## src/core/ssr_pkg.sv

```systemverilog
// Constants, codes and helpers shared by the sensor state reporter.
// Assumes a single clock domain and a classic Wishbone register slave.
package ssr_pkg;

    // Register byte offsets.
    localparam logic [7:0] SSR_REG_CTRL     = 8'h00;
    localparam logic [7:0] SSR_REG_LEVELS   = 8'h04;
    localparam logic [7:0] SSR_REG_VALUE_LO = 8'h08;
    localparam logic [7:0] SSR_REG_VALUE_HI = 8'h0C;
    localparam logic [7:0] SSR_REG_INT_STAT = 8'h10;
    localparam logic [7:0] SSR_REG_INT_CLR  = 8'h14;
    localparam logic [7:0] SSR_REG_INT_EN   = 8'h18;
    localparam logic [7:0] SSR_REG_REQ      = 8'h1C;

    // Control register field positions.
    localparam int SSR_CTRL_OP_LSB    = 0;
    localparam int SSR_CTRL_WIDTH_LSB = 8;
    localparam int SSR_CTRL_ONREQ_BIT = 11;

    // Interrupt status bit positions.
    localparam int SSR_IRQ_LEVEL_CHG = 0;
    localparam int SSR_IRQ_EVENT_CHG = 1;
    localparam int SSR_IRQ_FRAME_END = 2;
    localparam int SSR_IRQ_W         = 3;

    // Number of fixed level bytes ahead of the value in a frame.
    localparam logic [3:0] SSR_LEVEL_BYTES = 4'h3;

    // Eleven level codes carried as an 8-bit enumeration.
    localparam logic [7:0] SSR_LVL_UNKNOWN  = 8'h00;
    localparam logic [7:0] SSR_LVL_NORMAL   = 8'h01;
    localparam logic [7:0] SSR_LVL_LAST     = 8'h0A;

    // Operational conditions, 8-bit codes.
    localparam logic [7:0] SSR_OP_ENABLED   = 8'h00;
    localparam logic [7:0] SSR_OP_DISABLED  = 8'h01;
    localparam logic [7:0] SSR_OP_UNAVAIL   = 8'h02;

    // Reset values.
    localparam logic [7:0] SSR_RST_OP       = SSR_OP_DISABLED;
    localparam logic [2:0] SSR_RST_WIDTH    = 3'h0;

    // Value width codes: uint8, sint8, uint16, sint16, uint32, sint32, uint64, sint64.
    typedef enum logic [2:0] {
        SSR_W_U8  = 3'h0,
        SSR_W_S8  = 3'h1,
        SSR_W_U16 = 3'h2,
        SSR_W_S16 = 3'h3,
        SSR_W_U32 = 3'h4,
        SSR_W_S32 = 3'h5,
        SSR_W_U64 = 3'h6,
        SSR_W_S64 = 3'h7
    } ssr_width_t;

    // Bytes that a value of the given width code occupies.
    function automatic logic [3:0] ssr_value_bytes(input logic [2:0] code);
        logic [3:0] n;
        n = 4'h1 << code[2:1];
        return n;
    endfunction : ssr_value_bytes

endpackage : ssr_pkg

```

## src/core/ssr_frame_tx.sv

```systemverilog
// Byte serializer for one reading response frame.
// Assumes a consumer that takes a byte on each edge where valid and ready are both high.
`timescale 1ns/1ns
`default_nettype none
module ssr_frame_tx (
    // Clock and reset.
    input  wire logic        clk_i,
    input  wire logic        rst_i,
    // Frame request and contents.
    input  wire logic        start_i,
    input  wire logic [7:0]  current_level_i,
    input  wire logic [7:0]  prior_level_i,
    input  wire logic [7:0]  latched_event_level_i,
    input  wire logic [63:0] latest_value_i,
    input  wire logic [2:0]  value_width_code_i,
    // Byte stream.
    output logic             byte_valid_o,
    output logic [7:0]       byte_data_o,
    output logic             byte_last_o,
    input  wire logic        byte_ready_i,
    // Status.
    output logic             busy_o,
    output logic             done_o
);
    import ssr_pkg::*;

    typedef enum logic [1:0] {
        SSR_TX_IDLE = 2'b01,
        SSR_TX_SEND = 2'b10
    } ssr_tx_state_t;

    typedef struct packed {
        ssr_tx_state_t st;
        logic [87:0]   shift;
        logic [3:0]    left;
        logic          done;
    } ssr_tx_t;

    ssr_tx_t tx_ff;
    ssr_tx_t nxt_tx;

    always_comb begin
        nxt_tx      = tx_ff;
        nxt_tx.done = 1'b0;
        unique case (tx_ff.st)
            SSR_TX_IDLE: begin
                if (start_i) begin
                    nxt_tx.shift = {latest_value_i, latched_event_level_i,
                                    prior_level_i, current_level_i};
                    nxt_tx.left  = SSR_LEVEL_BYTES + ssr_value_bytes(value_width_code_i);
                    nxt_tx.st    = SSR_TX_SEND;
                end
            end
            SSR_TX_SEND: begin
                if (byte_ready_i) begin
                    nxt_tx.shift = {8'h00, tx_ff.shift[87:8]};
                    nxt_tx.left  = tx_ff.left - 4'h1;
                    if (tx_ff.left == 4'h1) begin
                        nxt_tx.st   = SSR_TX_IDLE;
                        nxt_tx.done = 1'b1;
                    end
                end
            end
            default: begin
                nxt_tx.st = SSR_TX_IDLE;
            end
        endcase
    end

    always_ff @(posedge clk_i) begin
        if (rst_i) begin
            tx_ff <= '{st: SSR_TX_IDLE, shift: '0, left: 4'h0, done: 1'b0};
        end else begin
            tx_ff <= nxt_tx;
        end
    end

    assign byte_valid_o = (tx_ff.st == SSR_TX_SEND);
    assign byte_data_o  = tx_ff.shift[7:0];
    assign byte_last_o  = (tx_ff.st == SSR_TX_SEND) && (tx_ff.left == 4'h1);
    assign busy_o       = (tx_ff.st == SSR_TX_SEND);
    assign done_o       = tx_ff.done;

endmodule : ssr_frame_tx
`default_nettype wire

```

## src/core/ssr_reporter.sv

```systemverilog
// Sensor state reporter: tracks current, prior and latched event levels and the latest value,
// exposes them over classic Wishbone and serializes them as a reading response frame.
// Assumes level assessments and samples arrive as synchronous strobes from the sensing logic.
`timescale 1ns/1ns
`default_nettype none
module ssr_reporter (
    // Clock and reset.
    input  wire logic        clk_i,
    input  wire logic        rst_i,
    // Wishbone slave.
    input  wire logic        cyc_i,
    input  wire logic        stb_i,
    input  wire logic        we_i,
    input  wire logic [7:0]  adr_i,
    input  wire logic [3:0]  sel_i,
    input  wire logic [31:0] dat_i,
    output logic [31:0]      dat_o,
    output logic             ack_o,
    // Sensing side.
    input  wire logic        assess_valid_i,
    input  wire logic [7:0]  assess_level_i,
    input  wire logic        event_valid_i,
    input  wire logic [7:0]  event_level_i,
    input  wire logic        sample_valid_i,
    input  wire logic [63:0] sample_i,
    // Reading request and response stream.
    input  wire logic        read_req_i,
    output logic             resp_valid_o,
    output logic [7:0]       resp_data_o,
    output logic             resp_last_o,
    input  wire logic        resp_ready_i,
    output logic             resp_busy_o,
    // Interrupt.
    output logic             irq_o
);
    import ssr_pkg::*;

    typedef struct packed {
        logic                 ack;
        logic [31:0]          rdat;
        logic [7:0]           op_condition;
        logic [2:0]           value_width_code;
        logic                 on_request;
        logic [7:0]           current_level;
        logic [7:0]           prior_level;
        logic [7:0]           latched_event_level;
        logic [63:0]          latest_value;
        logic [SSR_IRQ_W-1:0] irq_stat;
        logic [SSR_IRQ_W-1:0] irq_en;
        logic                 start;
    } ssr_state_t;

    ssr_state_t s_ff;
    ssr_state_t nxt_s;

    logic tx_busy;
    logic tx_done;

    // A level code is usable only if it is one of the assessed, non-Unknown states.
    function automatic logic ssr_level_ok(input logic [7:0] code);
        logic ok;
        ok = (code != SSR_LVL_UNKNOWN) && (code <= SSR_LVL_LAST);
        return ok;
    endfunction : ssr_level_ok

    // Trim a sample to the selected width, extending the sign for signed codes.
    function automatic logic [63:0] ssr_fit(input logic [63:0] v, input logic [2:0] code);
        logic [63:0] r;
        r = v;
        unique case (code[2:1])
            2'h0: r = {{56{code[0] & v[7]}},  v[7:0]};
            2'h1: r = {{48{code[0] & v[15]}}, v[15:0]};
            2'h2: r = {{32{code[0] & v[31]}}, v[31:0]};
            2'h3: r = v;
        endcase
        return r;
    endfunction : ssr_fit

    logic                 bus_wr;
    logic                 bus_rd;
    logic                 enabled;
    logic                 req;
    logic [7:0]           base_cur;
    logic [SSR_IRQ_W-1:0] irq_set;
    logic [SSR_IRQ_W-1:0] irq_clr;

    always_comb begin
        nxt_s    = s_ff;
        bus_wr   = cyc_i && stb_i && we_i && !s_ff.ack;
        bus_rd   = cyc_i && stb_i && !we_i && !s_ff.ack;
        irq_set  = '0;
        irq_clr  = '0;
        req      = read_req_i;
        base_cur = s_ff.current_level;

        // The answer comes one edge after the request and is dropped the edge after.
        nxt_s.ack   = cyc_i && stb_i && !s_ff.ack;
        nxt_s.start = 1'b0;

        if (bus_wr) begin
            unique case (adr_i)
                SSR_REG_CTRL: begin
                    if (sel_i[0]) begin
                        nxt_s.op_condition = dat_i[SSR_CTRL_OP_LSB +: 8];
                    end
                    if (sel_i[1]) begin
                        nxt_s.value_width_code = dat_i[SSR_CTRL_WIDTH_LSB +: 3];
                        nxt_s.on_request       = dat_i[SSR_CTRL_ONREQ_BIT];
                    end
                end
                SSR_REG_INT_CLR: begin
                    if (sel_i[0]) begin
                        irq_clr = dat_i[SSR_IRQ_W-1:0];
                    end
                end
                SSR_REG_INT_EN: begin
                    if (sel_i[0]) begin
                        nxt_s.irq_en = dat_i[SSR_IRQ_W-1:0];
                    end
                end
                SSR_REG_REQ: begin
                    if (sel_i[0] && dat_i[0]) begin
                        req = 1'b1;
                    end
                end
                default: begin
                end
            endcase
        end

        if (bus_rd) begin
            unique case (adr_i)
                SSR_REG_CTRL: begin
                    nxt_s.rdat = {20'h00000, s_ff.on_request, s_ff.value_width_code,
                                  s_ff.op_condition};
                end
                SSR_REG_LEVELS: begin
                    nxt_s.rdat = {8'h00, s_ff.latched_event_level, s_ff.prior_level,
                                  s_ff.current_level};
                end
                SSR_REG_VALUE_LO: begin
                    nxt_s.rdat = s_ff.latest_value[31:0];
                end
                SSR_REG_VALUE_HI: begin
                    nxt_s.rdat = s_ff.latest_value[63:32];
                end
                SSR_REG_INT_STAT: begin
                    nxt_s.rdat = {29'h00000000, s_ff.irq_stat};
                end
                SSR_REG_INT_EN: begin
                    nxt_s.rdat = {29'h00000000, s_ff.irq_en};
                end
                SSR_REG_REQ: begin
                    nxt_s.rdat = {31'h00000000, tx_busy};
                end
                default: begin
                    // Unmapped and write-only offsets answer with zero.
                    nxt_s.rdat = 32'h00000000;
                end
            endcase
        end

        enabled = (s_ff.op_condition == SSR_OP_ENABLED);

        if (!enabled) begin
            nxt_s.current_level       = SSR_LVL_UNKNOWN;
            nxt_s.prior_level         = SSR_LVL_UNKNOWN;
            nxt_s.latched_event_level = SSR_LVL_UNKNOWN;
        end else begin
            if (!ssr_level_ok(s_ff.current_level)) begin
                base_cur = SSR_LVL_NORMAL;
            end
            nxt_s.current_level = base_cur;
            if (assess_valid_i && ssr_level_ok(assess_level_i) && assess_level_i != base_cur) begin
                nxt_s.current_level = assess_level_i;
                nxt_s.prior_level   = base_cur;
                irq_set[SSR_IRQ_LEVEL_CHG] = 1'b1;
            end
            if (event_valid_i && ssr_level_ok(event_level_i)
                    && event_level_i != s_ff.latched_event_level) begin
                nxt_s.latched_event_level = event_level_i;
                irq_set[SSR_IRQ_EVENT_CHG] = 1'b1;
            end
        end

        // periodic sampling or capture at request
        if (!s_ff.on_request && sample_valid_i) begin
            nxt_s.latest_value = ssr_fit(sample_i, s_ff.value_width_code);
        end
        // A request while a frame is still going out is dropped.
        if (req && !tx_busy && !s_ff.start) begin
            if (s_ff.on_request) begin
                nxt_s.latest_value = ssr_fit(sample_i, s_ff.value_width_code);
            end
            // Starting a cycle later lets the frame see the value just captured.
            nxt_s.start = 1'b1;
        end

        irq_set[SSR_IRQ_FRAME_END] = tx_done;
        // A new event wins over a clear in the same cycle.
        nxt_s.irq_stat = (s_ff.irq_stat & ~irq_clr) | irq_set;
    end

    always_ff @(posedge clk_i) begin
        if (rst_i) begin
            s_ff <= '{ack: 1'b0, rdat: 32'h00000000, op_condition: SSR_RST_OP,
                      value_width_code: SSR_RST_WIDTH, on_request: 1'b0,
                      current_level: SSR_LVL_UNKNOWN, prior_level: SSR_LVL_UNKNOWN,
                      latched_event_level: SSR_LVL_UNKNOWN, latest_value: 64'h0,
                      irq_stat: '0, irq_en: '0, start: 1'b0};
        end else begin
            s_ff <= nxt_s;
        end
    end

    ssr_frame_tx u_frame_tx (
        .clk_i                 (clk_i),
        .rst_i                 (rst_i),
        .start_i               (s_ff.start),
        .current_level_i       (s_ff.current_level),
        .prior_level_i         (s_ff.prior_level),
        .latched_event_level_i (s_ff.latched_event_level),
        .latest_value_i        (s_ff.latest_value),
        .value_width_code_i    (s_ff.value_width_code),
        .byte_valid_o          (resp_valid_o),
        .byte_data_o           (resp_data_o),
        .byte_last_o           (resp_last_o),
        .byte_ready_i          (resp_ready_i),
        .busy_o                (tx_busy),
        .done_o                (tx_done)
    );

    assign dat_o       = s_ff.rdat;
    assign ack_o       = s_ff.ack;
    assign resp_busy_o = tx_busy || s_ff.start;
    assign irq_o       = |(s_ff.irq_stat & s_ff.irq_en);

endmodule : ssr_reporter
`default_nettype wire

```

## config.mk

```make
export PLATFORM = sky130hd
export DESIGN_NAME = ssr_reporter
export DESIGN_NICKNAME = d
export VERILOG_FILES = /design/src/core/ssr_pkg.sv /design/src/core/ssr_frame_tx.sv /design/src/core/ssr_reporter.sv
export SDC_FILE = /design/constraint.sdc
export NUM_CORES = 1
export LEC_CHECK = 0
export BUFFER_PORTS_ARGS = -buffer_cell sky130_fd_sc_hd__buf_2
export CORE_AREA = 2 2 218 113
export DETAILED_ROUTE_END_ITERATION = 7
export DIE_AREA = 0 0 220 115
export PLACE_DENSITY = 0.66
export SLEW_MARGIN = 5
export SYNTH_ARGS = -nofsm -noshare
export SYNTH_HDL_FRONTEND = slang
export SYNTH_SLANG_ARGS = --single-unit
```

## constraint.sdc

```tcl
create_clock -name clk_i -period 4.1 [get_ports clk_i]
set_input_delay 0.615 -clock clk_i [delete_from_list [all_inputs] [get_ports clk_i]]
set_output_delay 0.615 -clock clk_i [all_outputs]
set_load 0.05 [all_outputs]
```

Word-level counts from Yosys, hierarchy flattened
Cells that the tools add are included.
Storage, ports and cells
  word-level logic and storage cells: 113
  input bits: 134
  register bits: 235
Operators by class
  mux-type cells: 24
  bitwise logic cells: 10
  magnitude comparators: 3
  eq/ne operators: 18
  shifts and indexed selects: 1
  reduce and logical (&&, ||, !) cells: 39
  add/subtract/negate cells: 2
Operator list (count)
  64-bit one-hot mux with 4 select lines: 1
  32-bit one-hot mux with 7 select lines: 1
  64-bit two-way mux: 3
  92-bit one-hot mux with 2 select lines: 1
  95-bit two-way mux: 1
  94-bit two-way mux: 1
  8-bit by 5-bit == test with 1-bit output, second input constant: 4
  8-bit by 4-bit less-or-equal comparator with 1-bit output, second input constant: 3
  8-bit nonzero test: 3
  1-bit logical AND: 18
  8-bit by 4-bit == test with 1-bit output, second input constant: 2
  8-bit zero test: 2
  16-bit two-way mux: 1
  8-bit two-way mux: 2
  8-bit inequality test: 2
  3-bit AND reduction: 5
  3-bit two-way mux: 3
  8-bit by 3-bit == test with 1-bit output, second input constant: 1
  1-bit two-way mux: 7
  3-bit bitwise AND: 2
  2-bit == test, second input constant: 3
  3-bit OR reduction: 2
  1-bit zero test: 5
  2-bit by 4-bit adder with 4-bit output, first input constant: 1
  16 further kinds: 23

Longest topological paths before layout
Gate-level depths: netlist of run 1.
  depth after elaboration: 9
  depth in mapped cells: 9
  depth with buffers taken out: 7

Cells and area by module
A second synthesis of run 1 with hierarchy kept.
Second synthesis, totals
  cells, all modules: 1205
  area, all modules: 10655.2 µm²
By module, submodules not included
  ssr_reporter: cells an instance 751, instances 1, seq. area each 2802.7 µm², area an instance 6700.2 µm²
  ssr_frame_tx: cells an instance 454, instances 1, seq. area each 1901.8 µm², area an instance 3955.0 µm²

Least setup slack after synthesis of run 1
OpenSTA, ideal clock, no wires.
  path type: in2reg
  start: input we_i
  end: register s_ff[21] (netlist name)
  buffers on the path: 2
  arrival: 2.055 ns
  setup slack: 1.913 ns
  stages on the path: 8
  setup time: 0.132 ns
  data required time: 3.968 ns
  cells stage by stage: and4b_1 > nand2_2 > or3_4 > a31o_1 > buf_6 > buf_6 > a211oi_1 > nor3_1
On the way
  longest elaborated chain between the ends: 6
Ends and longest elaborated chain
  start: declaration: RTL line ssr_reporter.sv:13  | input wire logic we_i,
  1-bit logical AND (2 in series): RTL line ssr_reporter.sv:89  | bus_wr = cyc_i && stb_i && we_i && !s_ff.ack;
  1-bit two-way mux: RTL line ssr_reporter.sv:100  | if (bus_wr) begin
  1-bit logical AND (2 in series): RTL line ssr_reporter.sv:191  | if (req && !tx_busy && !s_ff.start) begin
  64-bit two-way mux: RTL line ssr_reporter.sv:191
  end signal: assignment: RTL line ssr_reporter.sv:206  | s_ff <= '{ack: 1'b0, rdat: 32'h00000000, op_condition: SSR_RST_OP,
  end signal: assignment: RTL line ssr_reporter.sv:212  | s_ff <= nxt_s;
  end: declaration: RTL line ssr_reporter.sv:53  | ssr_state_t s_ff;
Every way passes these cells.
A chain may end at the register's enable or synchronous reset.

Worst setup path in the final report of run 1
  start: input adr_i[2]
  end: register s_ff, in the netlist dat_o[5]
On the way
  longest elaborated chain between the ends: 2
  elaborated cells on any way between the ends: 8
Ends and longest elaborated chain
  start: declaration: RTL line ssr_reporter.sv:14  | input wire logic [7:0] adr_i,
  8-bit by 5-bit == test with 1-bit output (tied with other cells): RTL line ssr_reporter.sv:132  | unique case (adr_i)
  32-bit one-hot mux with 7 select lines (*): RTL line ssr_reporter.sv:132
Every way passes the cells marked *; elsewhere a longest branch is shown, timed or not.

==> flow_metrics.tcl, run 1 <==
set metrics [dict create \
    min-delay-start "dat_i[5]" \
    p_per_area_nw_per_um2 400 \
    synth_top_flop_cell "dfxtp_1" \
    cts_hold_buf 0 \
    fp-row-count 40 \
    cap_violations 0 \
    fin_ws_ns 1.57 \
    diodes 0 \
    hold_violations 0 \
    critPathMaxStageDelay_ns 0.56 \
    wire_per_inst_um 20.7 \
    core-area_um2 23400 \
    io_buffers 156 \
    crit_path_end_kind "register" \
    reg2reg_to "s_ff[35]" \
    timing.rr.start "ack_o" \
    postLayoutCellArea_um2 11500 \
    ys_types 57 \
    layout_common_cells "dfxtp_1, buf_2, nor2_1" \
    vias_per_cell 5.90 \
    worst-r2r-setup-slack_ns 1.72 \
    clk_latency_ns 0.53 \
    die_y_um 115 \
    wl_um 32500 \
    critical_path_class "primary input to register" \
    synth_edf_count 0 \
    max_freq_ghz 0.395 \
    slew_violations 0 \
    arrival_ns 2.96 \
    setup_violations 0 \
    status "finished, final reports clean" \
    tns_ns 0 \
    grt_antenna_before_repair 0 \
    hold_end "s_ff[104]" \
    worst_r2r_path_depth 7 \
    post-route-min-period_ns 2.53 \
    dp_slack_ns 1.13 \
    tightest_slew_ns 1.07 \
    crit_path_max_fanout 18 \
    final_common_cell "dfxtp_1" \
    drt_first_pass_iters 5 \
    ys_warn_count 0 \
    ant_nets 0 \
    hold_depth 3 \
    peakVddDrop_v 0.000296 \
    critPathTopFamily "simple AND/OR/NAND/NOR gates" \
    ys_ff_latch 235 \
    cts-resized-gates 0 \
    postSynthCellCount 1194 \
    slew-limit-headroom_pct 28.6 \
    grt_start_max_net_pins 209 \
    start_kind "primary input" \
    post-route-period-util_pct 61.7 \
    crit_buf_inv 1 \
    route.vias.total 9279 \
    cts.sinks 235 \
    cts_root_buf "clkbuf_16" \
    track_usage_pct 25.2 \
    ys_seq_area_share_pct 45.5 \
    dieArea_um2 25300 \
    synthArstFlopShare_pct 0 \
    cpMaxStageDelayCell "o22ai_1" \
    cellLeakagePower_nw 4.22 \
    place.gp.congestion 0.862 \
    synthToLayoutAreaGrowth_pct 11.3 \
    drcViolationCount 0 \
    drt_iter0_markers 1180 \
    cts-buffers-inserted 22 \
    dp_hpwl_um 22800 \
    rsz0062_at_grt "no" \
    initial_core_util_pct 44.2 \
    finClkSkew_ns 0.0282 \
    grt_pass1_wl_um 49000 \
    overflow 0 \
    cts_setup_buffers 0 \
    avgSynthCellArea_um2 8.66 \
    cts_tree "built" \
    synth_area_um2 10300 \
    pin_count 179 \
    die_w_um 220 \
    critPathRequiredTime_ns 4.53 \
    place_area_um2 10900 \
    final_nets 1386 \
    cts.clk_slew.worst_paths_ns 0.06 \
    min_path_type "primary input to register" \
    path_cells "buf_2, nor2b_1, and2_1, nand2_1, o22ai_1, a22oi_1, nor2_1" \
    grt_pass1_vias 8215 \
    cts_max_path_buffers 3 \
    total_power_mw 4.60 \
    h-tree-depth 1 \
    drive_above_1_share_pct 17.3 \
]
logic make-up (layout without fill, tap and decap cells):
kind of cell               count (synthesis)  after routing  share of synthesized area [%]
buffers and inverters                    149            209                           7.87
xor gates and xnor gates                   9              9                          0.762
adders and majority gates                  2              2                          0.242
AOI/OAI and AO/OA                        346            346                           22.8
DFF                                      235            235                           45.5
and+or+nand+nor                          398            398                           17.4
other                                      1              4                         0.0363
muxes                                     54             54                           5.38
stage by stage:
| step | utilization (%) | hold slack, ns | instances |
|---|---|---|---|
| 2_1_floorplan | - | 0.413 | 1197 |
| 3_3_place_gp | 46.5 | 0.443 | 1541 |
| 3_5_place_dp | 46.5 | 0.447 | 1541 |
| 4_1_cts | 49.1 | 0.322 | 1572 |
| 5_1_grt | 49.1 | 0.321 | 1572 |
| 6_report | 49.1 | 0.337 | 1572 |
Yosys cell counts, types with 9 or more instances:
cell       number  area share, %
nand3_1        13           0.63
buf_4          40            2.9
inv_1          11           0.40
clkbuf_1       75            2.7
o2bb2ai_1      13            1.1
nor3_1         68            3.3
nor2_1        142            5.2
nand2_1       121            4.4
a21oi_1       102            4.9
mux2i_1        50            4.8
a22oi_1       122            8.9
a211oi_1       58            4.2
buf_6          13            1.4
xor2_1          9           0.76
o21ai_0        12           0.58
dfxtp_1       235             45
a22o_1         10           0.85
registers in the layout, indices dropped and copies added, names as in the netlist:
register and count:
s_ff 107, dat_o 32, u_frame_tx.byte_data_o 8, u_frame_tx.tx_ff 86
u_frame_tx.done_o 1, ack_o 1
per-layer routing:
layer	global-route usage (%)	wire (um)
met1	42.1	16500
met2	32.1	12100
met3	5.45	3400
met4	4.12	425
met5	0	0
worst reg2reg max path: stages, from the launching register on:
cell	delay [ns]
dfxtp_1	0.32
and4b_1	0.28
nand2_2	0.12
or3_4	0.41
a31o_2	0.25
buf_4	0.31
a211oi_1	0.48
nor3_1	0.07
how the worst max path moves through the flow:
stage	end	slack [ns]	cells after the start	start
after floorplan	s_ff[21]	1.91	8	we_i
after global placement	dat_o[15]	1.16	7	adr_i[3]
after detailed placement	dat_o[28]	1.13	6	adr_i[3]
after CTS	dat_o[28]	1.65	6	adr_i[3]
after global routing	dat_o[6]	1.44	7	adr_i[2]
final	dat_o[5]	1.57	7	adr_i[2]
report_power, final:
| part | internal [mW] | leakage (nW) | switching (mW) |
|---|---|---|---|
| Combinational | 0.115 | 2.01 | 0.224 |
| Sequential | 2.33 | 1.91 | 0.0520 |
| Clock | 1.01 | 0.302 | 0.866 |
| Total | 3.46 | 4.22 | 1.14 |
final cells by class:
class	count	area, um2
fillers	2268	11900
multi-input cells	813	4870
flip-flops and latches	235	4700
repair buffers	167	882
clock buffers	29	597
well taps	315	394
inverters	11	41.3
clock inverters	2	21.3
No activity file was read; power rests on OpenSTA's default activity.
==> inputs of run 2 (changes only) <==
- PLACE_DENSITY: 0.66 -> 0.68
- clock period: 4.1 -> 2.05 ns (I/O delays scaled with it)
==> flow_metrics.tcl, run 2 (synthesis gave the netlist of run 1 again) <==
set metrics [dict create \
    grt_antenna_before_repair 1 \
    place_area_um2 11600 \
    path_cells "buf_6, nor4_4, buf_4, and4_1, nand4_1, a31o_2, buf_6, a21oi_2, nor3_1" \
    tightest_slew_ns 1.01 \
    hold_violations 0 \
    cts.clk_slew.worst_paths_ns 0.07 \
    die_y_um 115 \
    crit_path_end_kind "register" \
    cts_max_path_buffers 3 \
    wl_um 34400 \
    dp_hpwl_um 24400 \
    drt_first_pass_iters 5 \
    post-route-period-util_pct 100 \
    cpMaxStageDelayCell "dfxtp_4" \
    initial_core_util_pct 44.2 \
    cts-buffers-inserted 22 \
    route.vias.total 9764 \
    worst-r2r-setup-slack_ns -0.006 \
    critPathTopFamily "simple AND/OR/NAND/NOR gates" \
    min_path_type "primary input to register" \
    slew_violations 0 \
    layout_common_cells "dfxtp_1, buf_2, nor2_1" \
    h-tree-depth 1 \
    setup_violations 1 \
    overflow 0 \
    grt_pass1_vias 8742 \
    wire_per_inst_um 20.7 \
    grt_start_max_net_pins 134 \
    largest_reg_flops 107 \
    rsz0062_at_grt "yes" \
    cp_common_cell "buf_6" \
    final_common_cell "dfxtp_1" \
    cap_violations 0 \
    postLayoutCellArea_um2 12700 \
    post-route-min-period_ns 2.06 \
    cellLeakagePower_nw 4.82 \
    die_w_um 220 \
    track_usage_pct 26.4 \
    peakVddDrop_v 0.000522 \
    crit_path_max_fanout 8 \
    cts.sinks 235 \
    maxUsedRoutingLayer "met5" \
    place.gp.congestion 0.896 \
    critPathRequiredTime_ns 2.44 \
    multi_input_area_um2 5140 \
    met1_length_um 16200 \
    largest-register "s_ff" \
    violations "negative setup slack" \
    arrival_ns 2.44 \
    seq_area_um2 4720 \
    utilization_pct 54.4 \
    critPathMaxStageDelay_ns 0.36 \
    dp_slack_ns -0.0966 \
    whs_ns 0.0196 \
    cts_root_buf "clkbuf_16" \
    pin_count 179 \
    total_power_mw 10.1 \
    drcViolationCount 0 \
    synthToLayoutAreaGrowth_pct 23.2 \
    min-delay-start "dat_i[4]" \
    cts_tree "built" \
    startpoint "s_ff[92]" \
    crit_buf_inv 3 \
    critical_path_class "register to register" \
    max_freq_ghz 0.486 \
    grt_pass1_wl_um 51000 \
    dieArea_um2 25300 \
    diodes 0 \
    start_kind "register" \
    ant_nets 0 \
    drt_iter0_markers 1281 \
    fillers 2159 \
    slew-limit-headroom_pct 32.7 \
    core-area_um2 23400 \
    wl_met3_um 4380 \
    cts_hold_buf 0 \
    fp-row-count 40 \
    clk_latency_ns 0.53 \
    fin_ws_ns -0.00593 \
    dr_wl_met2_um 13400 \
    timing.rr.start "s_ff[92]" \
    status "complete, but fails checks" \
    drive_above_1_share_pct 26.8 \
    io_buffers 156 \
    p_per_area_nw_per_um2 792 \
    finClkSkew_ns 0.00746 \
    final_nets 1469 \
    vias_per_cell 5.87 \
]
[run 2: cell types whose count changed in the layout (fill, tap and decap cells not counted), moves of 4 or more]
| cell | previous run | this run |
|---|---|---|
| bufinv_16 | 0 | 4 |
| nor3_1 | 67 | 59 |
| buf_12 | 1 | 11 |
| buf_4 | 10 | 78 |
| dfxtp_1 | 235 | 230 |
| a211oi_1 | 58 | 22 |
| nor3_2 | 1 | 9 |
| a211oi_2 | 1 | 34 |
[run 2: area by class of cell]
cell class / instances / area share (%)
multi-input combinational: 813 / 40.3
sequential: 235 / 37.0
timing repair buffer: 250 / 13.2
clock buffer: 30 / 4.88
tap: 315 / 3.09
clock inverter: 10 / 1.25
inverter: 11 / 0.324
[run 2: stage by stage]
step,setup TNS (ns),cells
floorplan,0,1197
global placement,-0.978,1618
detailed placement,-2.50,1618
CTS,0,1659
global route,-0.526,1664
finish,-0.00593,1664
[run 2: final timing paths]
| kind | end | depth (start not counted) |
|---|---|---|
| setup / recovery | s_ff[79] | 9 |
| hold / removal | s_ff[103] | 3 |
| setup reg to reg | s_ff[79] | 9 |
| hold reg to reg | u_frame_tx.byte_data_o[3] | 2 |
[run 2: repair_timing]
action                                  4_1_cts  5_1_grt
pin swaps                                     0       16
buffers inserted                              1        3
hold endpoints to repair                      0        0
endpoints found under the setup margin       11       59
resized for setup                            11       51
cloned                                        0        2
[run 2: layer usage]
metal / global-route usage, % / vias to the layer above
li1: - / 4555
met1: 41.6 / 4676
met2: 34.9 / 497
met3: 8.54 / 34
met4: 3.45 / 2
met5: 0 / -
[run 2: worst reg2reg max path, stage by stage (launching register included)]
cell	delay, ns
dfxtp_4	0.36
buf_6	0.12
nor4_4	0.25
buf_4	0.19
and4_1	0.22
nand4_1	0.14
a31o_2	0.32
buf_6	0.14
a21oi_2	0.13
nor3_1	0.06
[run 2: power breakdown]
part / total [mW] / switching, mW / internal, mW
combinational: 0.822 / 0.493 / 0.328
sequential: 4.77 / 0.111 / 4.66
clock: 4.50 / 1.86 / 2.64
total: 10.1 / 2.46 / 7.64
==> inputs of run 3 (changes only) <==
- CORE_AREA: 2 2 218 113 -> 2 2 205 106
- DIE_AREA: 0 0 220 115 -> 0 0 207 108
- PLACE_DENSITY: 0.68 -> 0.77
==> flow_metrics.tcl, run 3 (synthesis gave the netlist of run 1 again) <==
set metrics [dict create \
    status "complete, but fails checks" \
    violations "negative setup slack" \
    cts.clk_slew.worst_paths_ns 0.07 \
    ant_nets 0 \
    total_power_mw 9.58 \
    p_comb_share_pct 8.1 \
    tightest_slew_ns 0.764 \
    peakVddDrop_v 0.000418 \
    io_buffers 156 \
    critical_path_class "register to register" \
    h-tree-depth 1 \
    cts_max_path_buffers 3 \
    grt_pass1_wl_um 48700 \
    initial_core_util_pct 50.8 \
    slew-limit-headroom_pct 49.0 \
    clock_power_share_pct 42.1 \
    grt_pass1_vias 8786 \
    final_common_cell "dfxtp_1" \
    cts-buffers-inserted 21 \
    largest_reg_flops 107 \
    crit_path_max_fanout 34 \
    drcViolationCount 0 \
    pin_count 179 \
    whs_ns 0.0252 \
    finClkSkew_ns 0.0159 \
    drt_first_pass_iters 6 \
    grt_antenna_before_repair 0 \
    critPathRequiredTime_ns 2.41 \
    rsz0062_at_grt "yes" \
    cts_hold_buf 0 \
    switching_share_pct 24.2 \
    wl_um 32300 \
    tns_ns -0.0222 \
    setup_violations 2 \
    post-route-period-util_pct 101 \
    max_freq_ghz 0.484 \
    final_nets 1442 \
    seqPwrFrac_pct 49.9 \
    arrival_ns 2.42 \
    p_sw_mw 2.32 \
    layout_common_cells "dfxtp_1, buf_2, nor2_1" \
    crit_path_end_kind "register" \
    overflow 0 \
    clk_latency_ns 0.51 \
    cts.sinks 235 \
    cts_root_buf "clkbuf_16" \
    dp_hpwl_um 22300 \
    slew_violations 0 \
    dieArea_um2 22400 \
    track_usage_pct 27.4 \
    largest-register "s_ff" \
    p_int_mw 7.26 \
    synthToLayoutAreaGrowth_pct 19.3 \
    worst_r2r_path_depth 7 \
    drt_iter0_markers 1239 \
    start_kind "register" \
    grt_start_max_net_pins 173 \
    fin_ws_ns -0.0156 \
    fp-row-count 37 \
    drive_above_1_share_pct 24.6 \
    route.vias.total 9705 \
    cap_violations 0 \
    diodes 0 \
    core-area_um2 20400 \
    post-route-min-period_ns 2.07 \
    hold_violations 0 \
    place.gp.congestion 0.925 \
    worst-r2r-setup-slack_ns -0.02 \
    min_path_type "primary input to register" \
    die_w_um 207 \
    cellLeakagePower_nw 4.64 \
    wire_per_inst_um 20.3 \
    cts_tree "built" \
    p_per_area_nw_per_um2 776 \
    hold_depth 3 \
    die_y_um 108 \
    vias_per_cell 6.09 \
]
-- run 3: changes by cell type in the layout (fill, tap and decap cells not counted), moves of 3 or more --
cell,change
clkbuf_16,-3
nor3_2,-6
nor3_1,+5
buf_4,-23
-- run 3: cell type report --
type	instances	area (um2)
clock buffer	30	599
timing repair buffer	223	1430
tap	273	342
clock inverter	7	91.3
sequential	235	4710
multi-input combinational	814	5130
inverter	11	41.3
fill	1742	8030
-- run 3: stage by stage --
step | cell area (um2) | worst slack (ns) | utilization [%] | cells
global placement | 11300 | -0.113 | 55.5 | 1548
floorplan | 10400 | 0.0212 | - | 1197
global route | 12300 | -0.0787 | 60.6 | 1593
CTS | 12000 | 0.000116 | 59.1 | 1588
detailed placement | 11300 | -0.128 | 55.5 | 1548
finish | 12300 | -0.0156 | 60.6 | 1593
-- run 3: what timing repair did --
action / in CTS / in global routing
gates cloned: 1 / 1
setup endpoints to repair: 56 / 57
gates resized for setup: 5 / 50
setup buffers: 2 / 4
pin swaps: 2 / 15
-- run 3: power groups by stage --
| stage | clock network (mW) | registers, mW | logic, mW |
|---|---|---|---|
| global placement | 0 | 4.87 | 0.684 |
| global route | 4.25 | 4.78 | 0.838 |
| CTS | 4.05 | 4.77 | 0.714 |
| detailed placement | 0 | 4.87 | 0.702 |
| floorplan | 0 | 4.82 | 0.441 |
| finish | 4.03 | 4.77 | 0.773 |
-- run 3: final timing paths --
path,from,end
max,ack_o,s_ff[65]
min reg2reg,u_frame_tx.tx_ff[57],u_frame_tx.tx_ff[57]
min,dat_i[11],s_ff[95]
max reg2reg,ack_o,s_ff[65]
-- run 3: layer usage --
layer	GRT usage [%]	wire length, um	vias up
met3	5.34	3220	58
met2	43.9	14500	463
met5	0	0	-
met4	5.51	622	0
met1	38.7	13900	4679
li1	-	-	4505
-- run 3: worst max-delay path, stage by stage (launching register included) --
cell      delay (ns)
dfxtp_4         0.34
and4b_1         0.28
nand2_2         0.08
or3_4           0.39
a31o_4          0.32
buf_12          0.19
a211oi_2        0.21
nor3_1          0.07
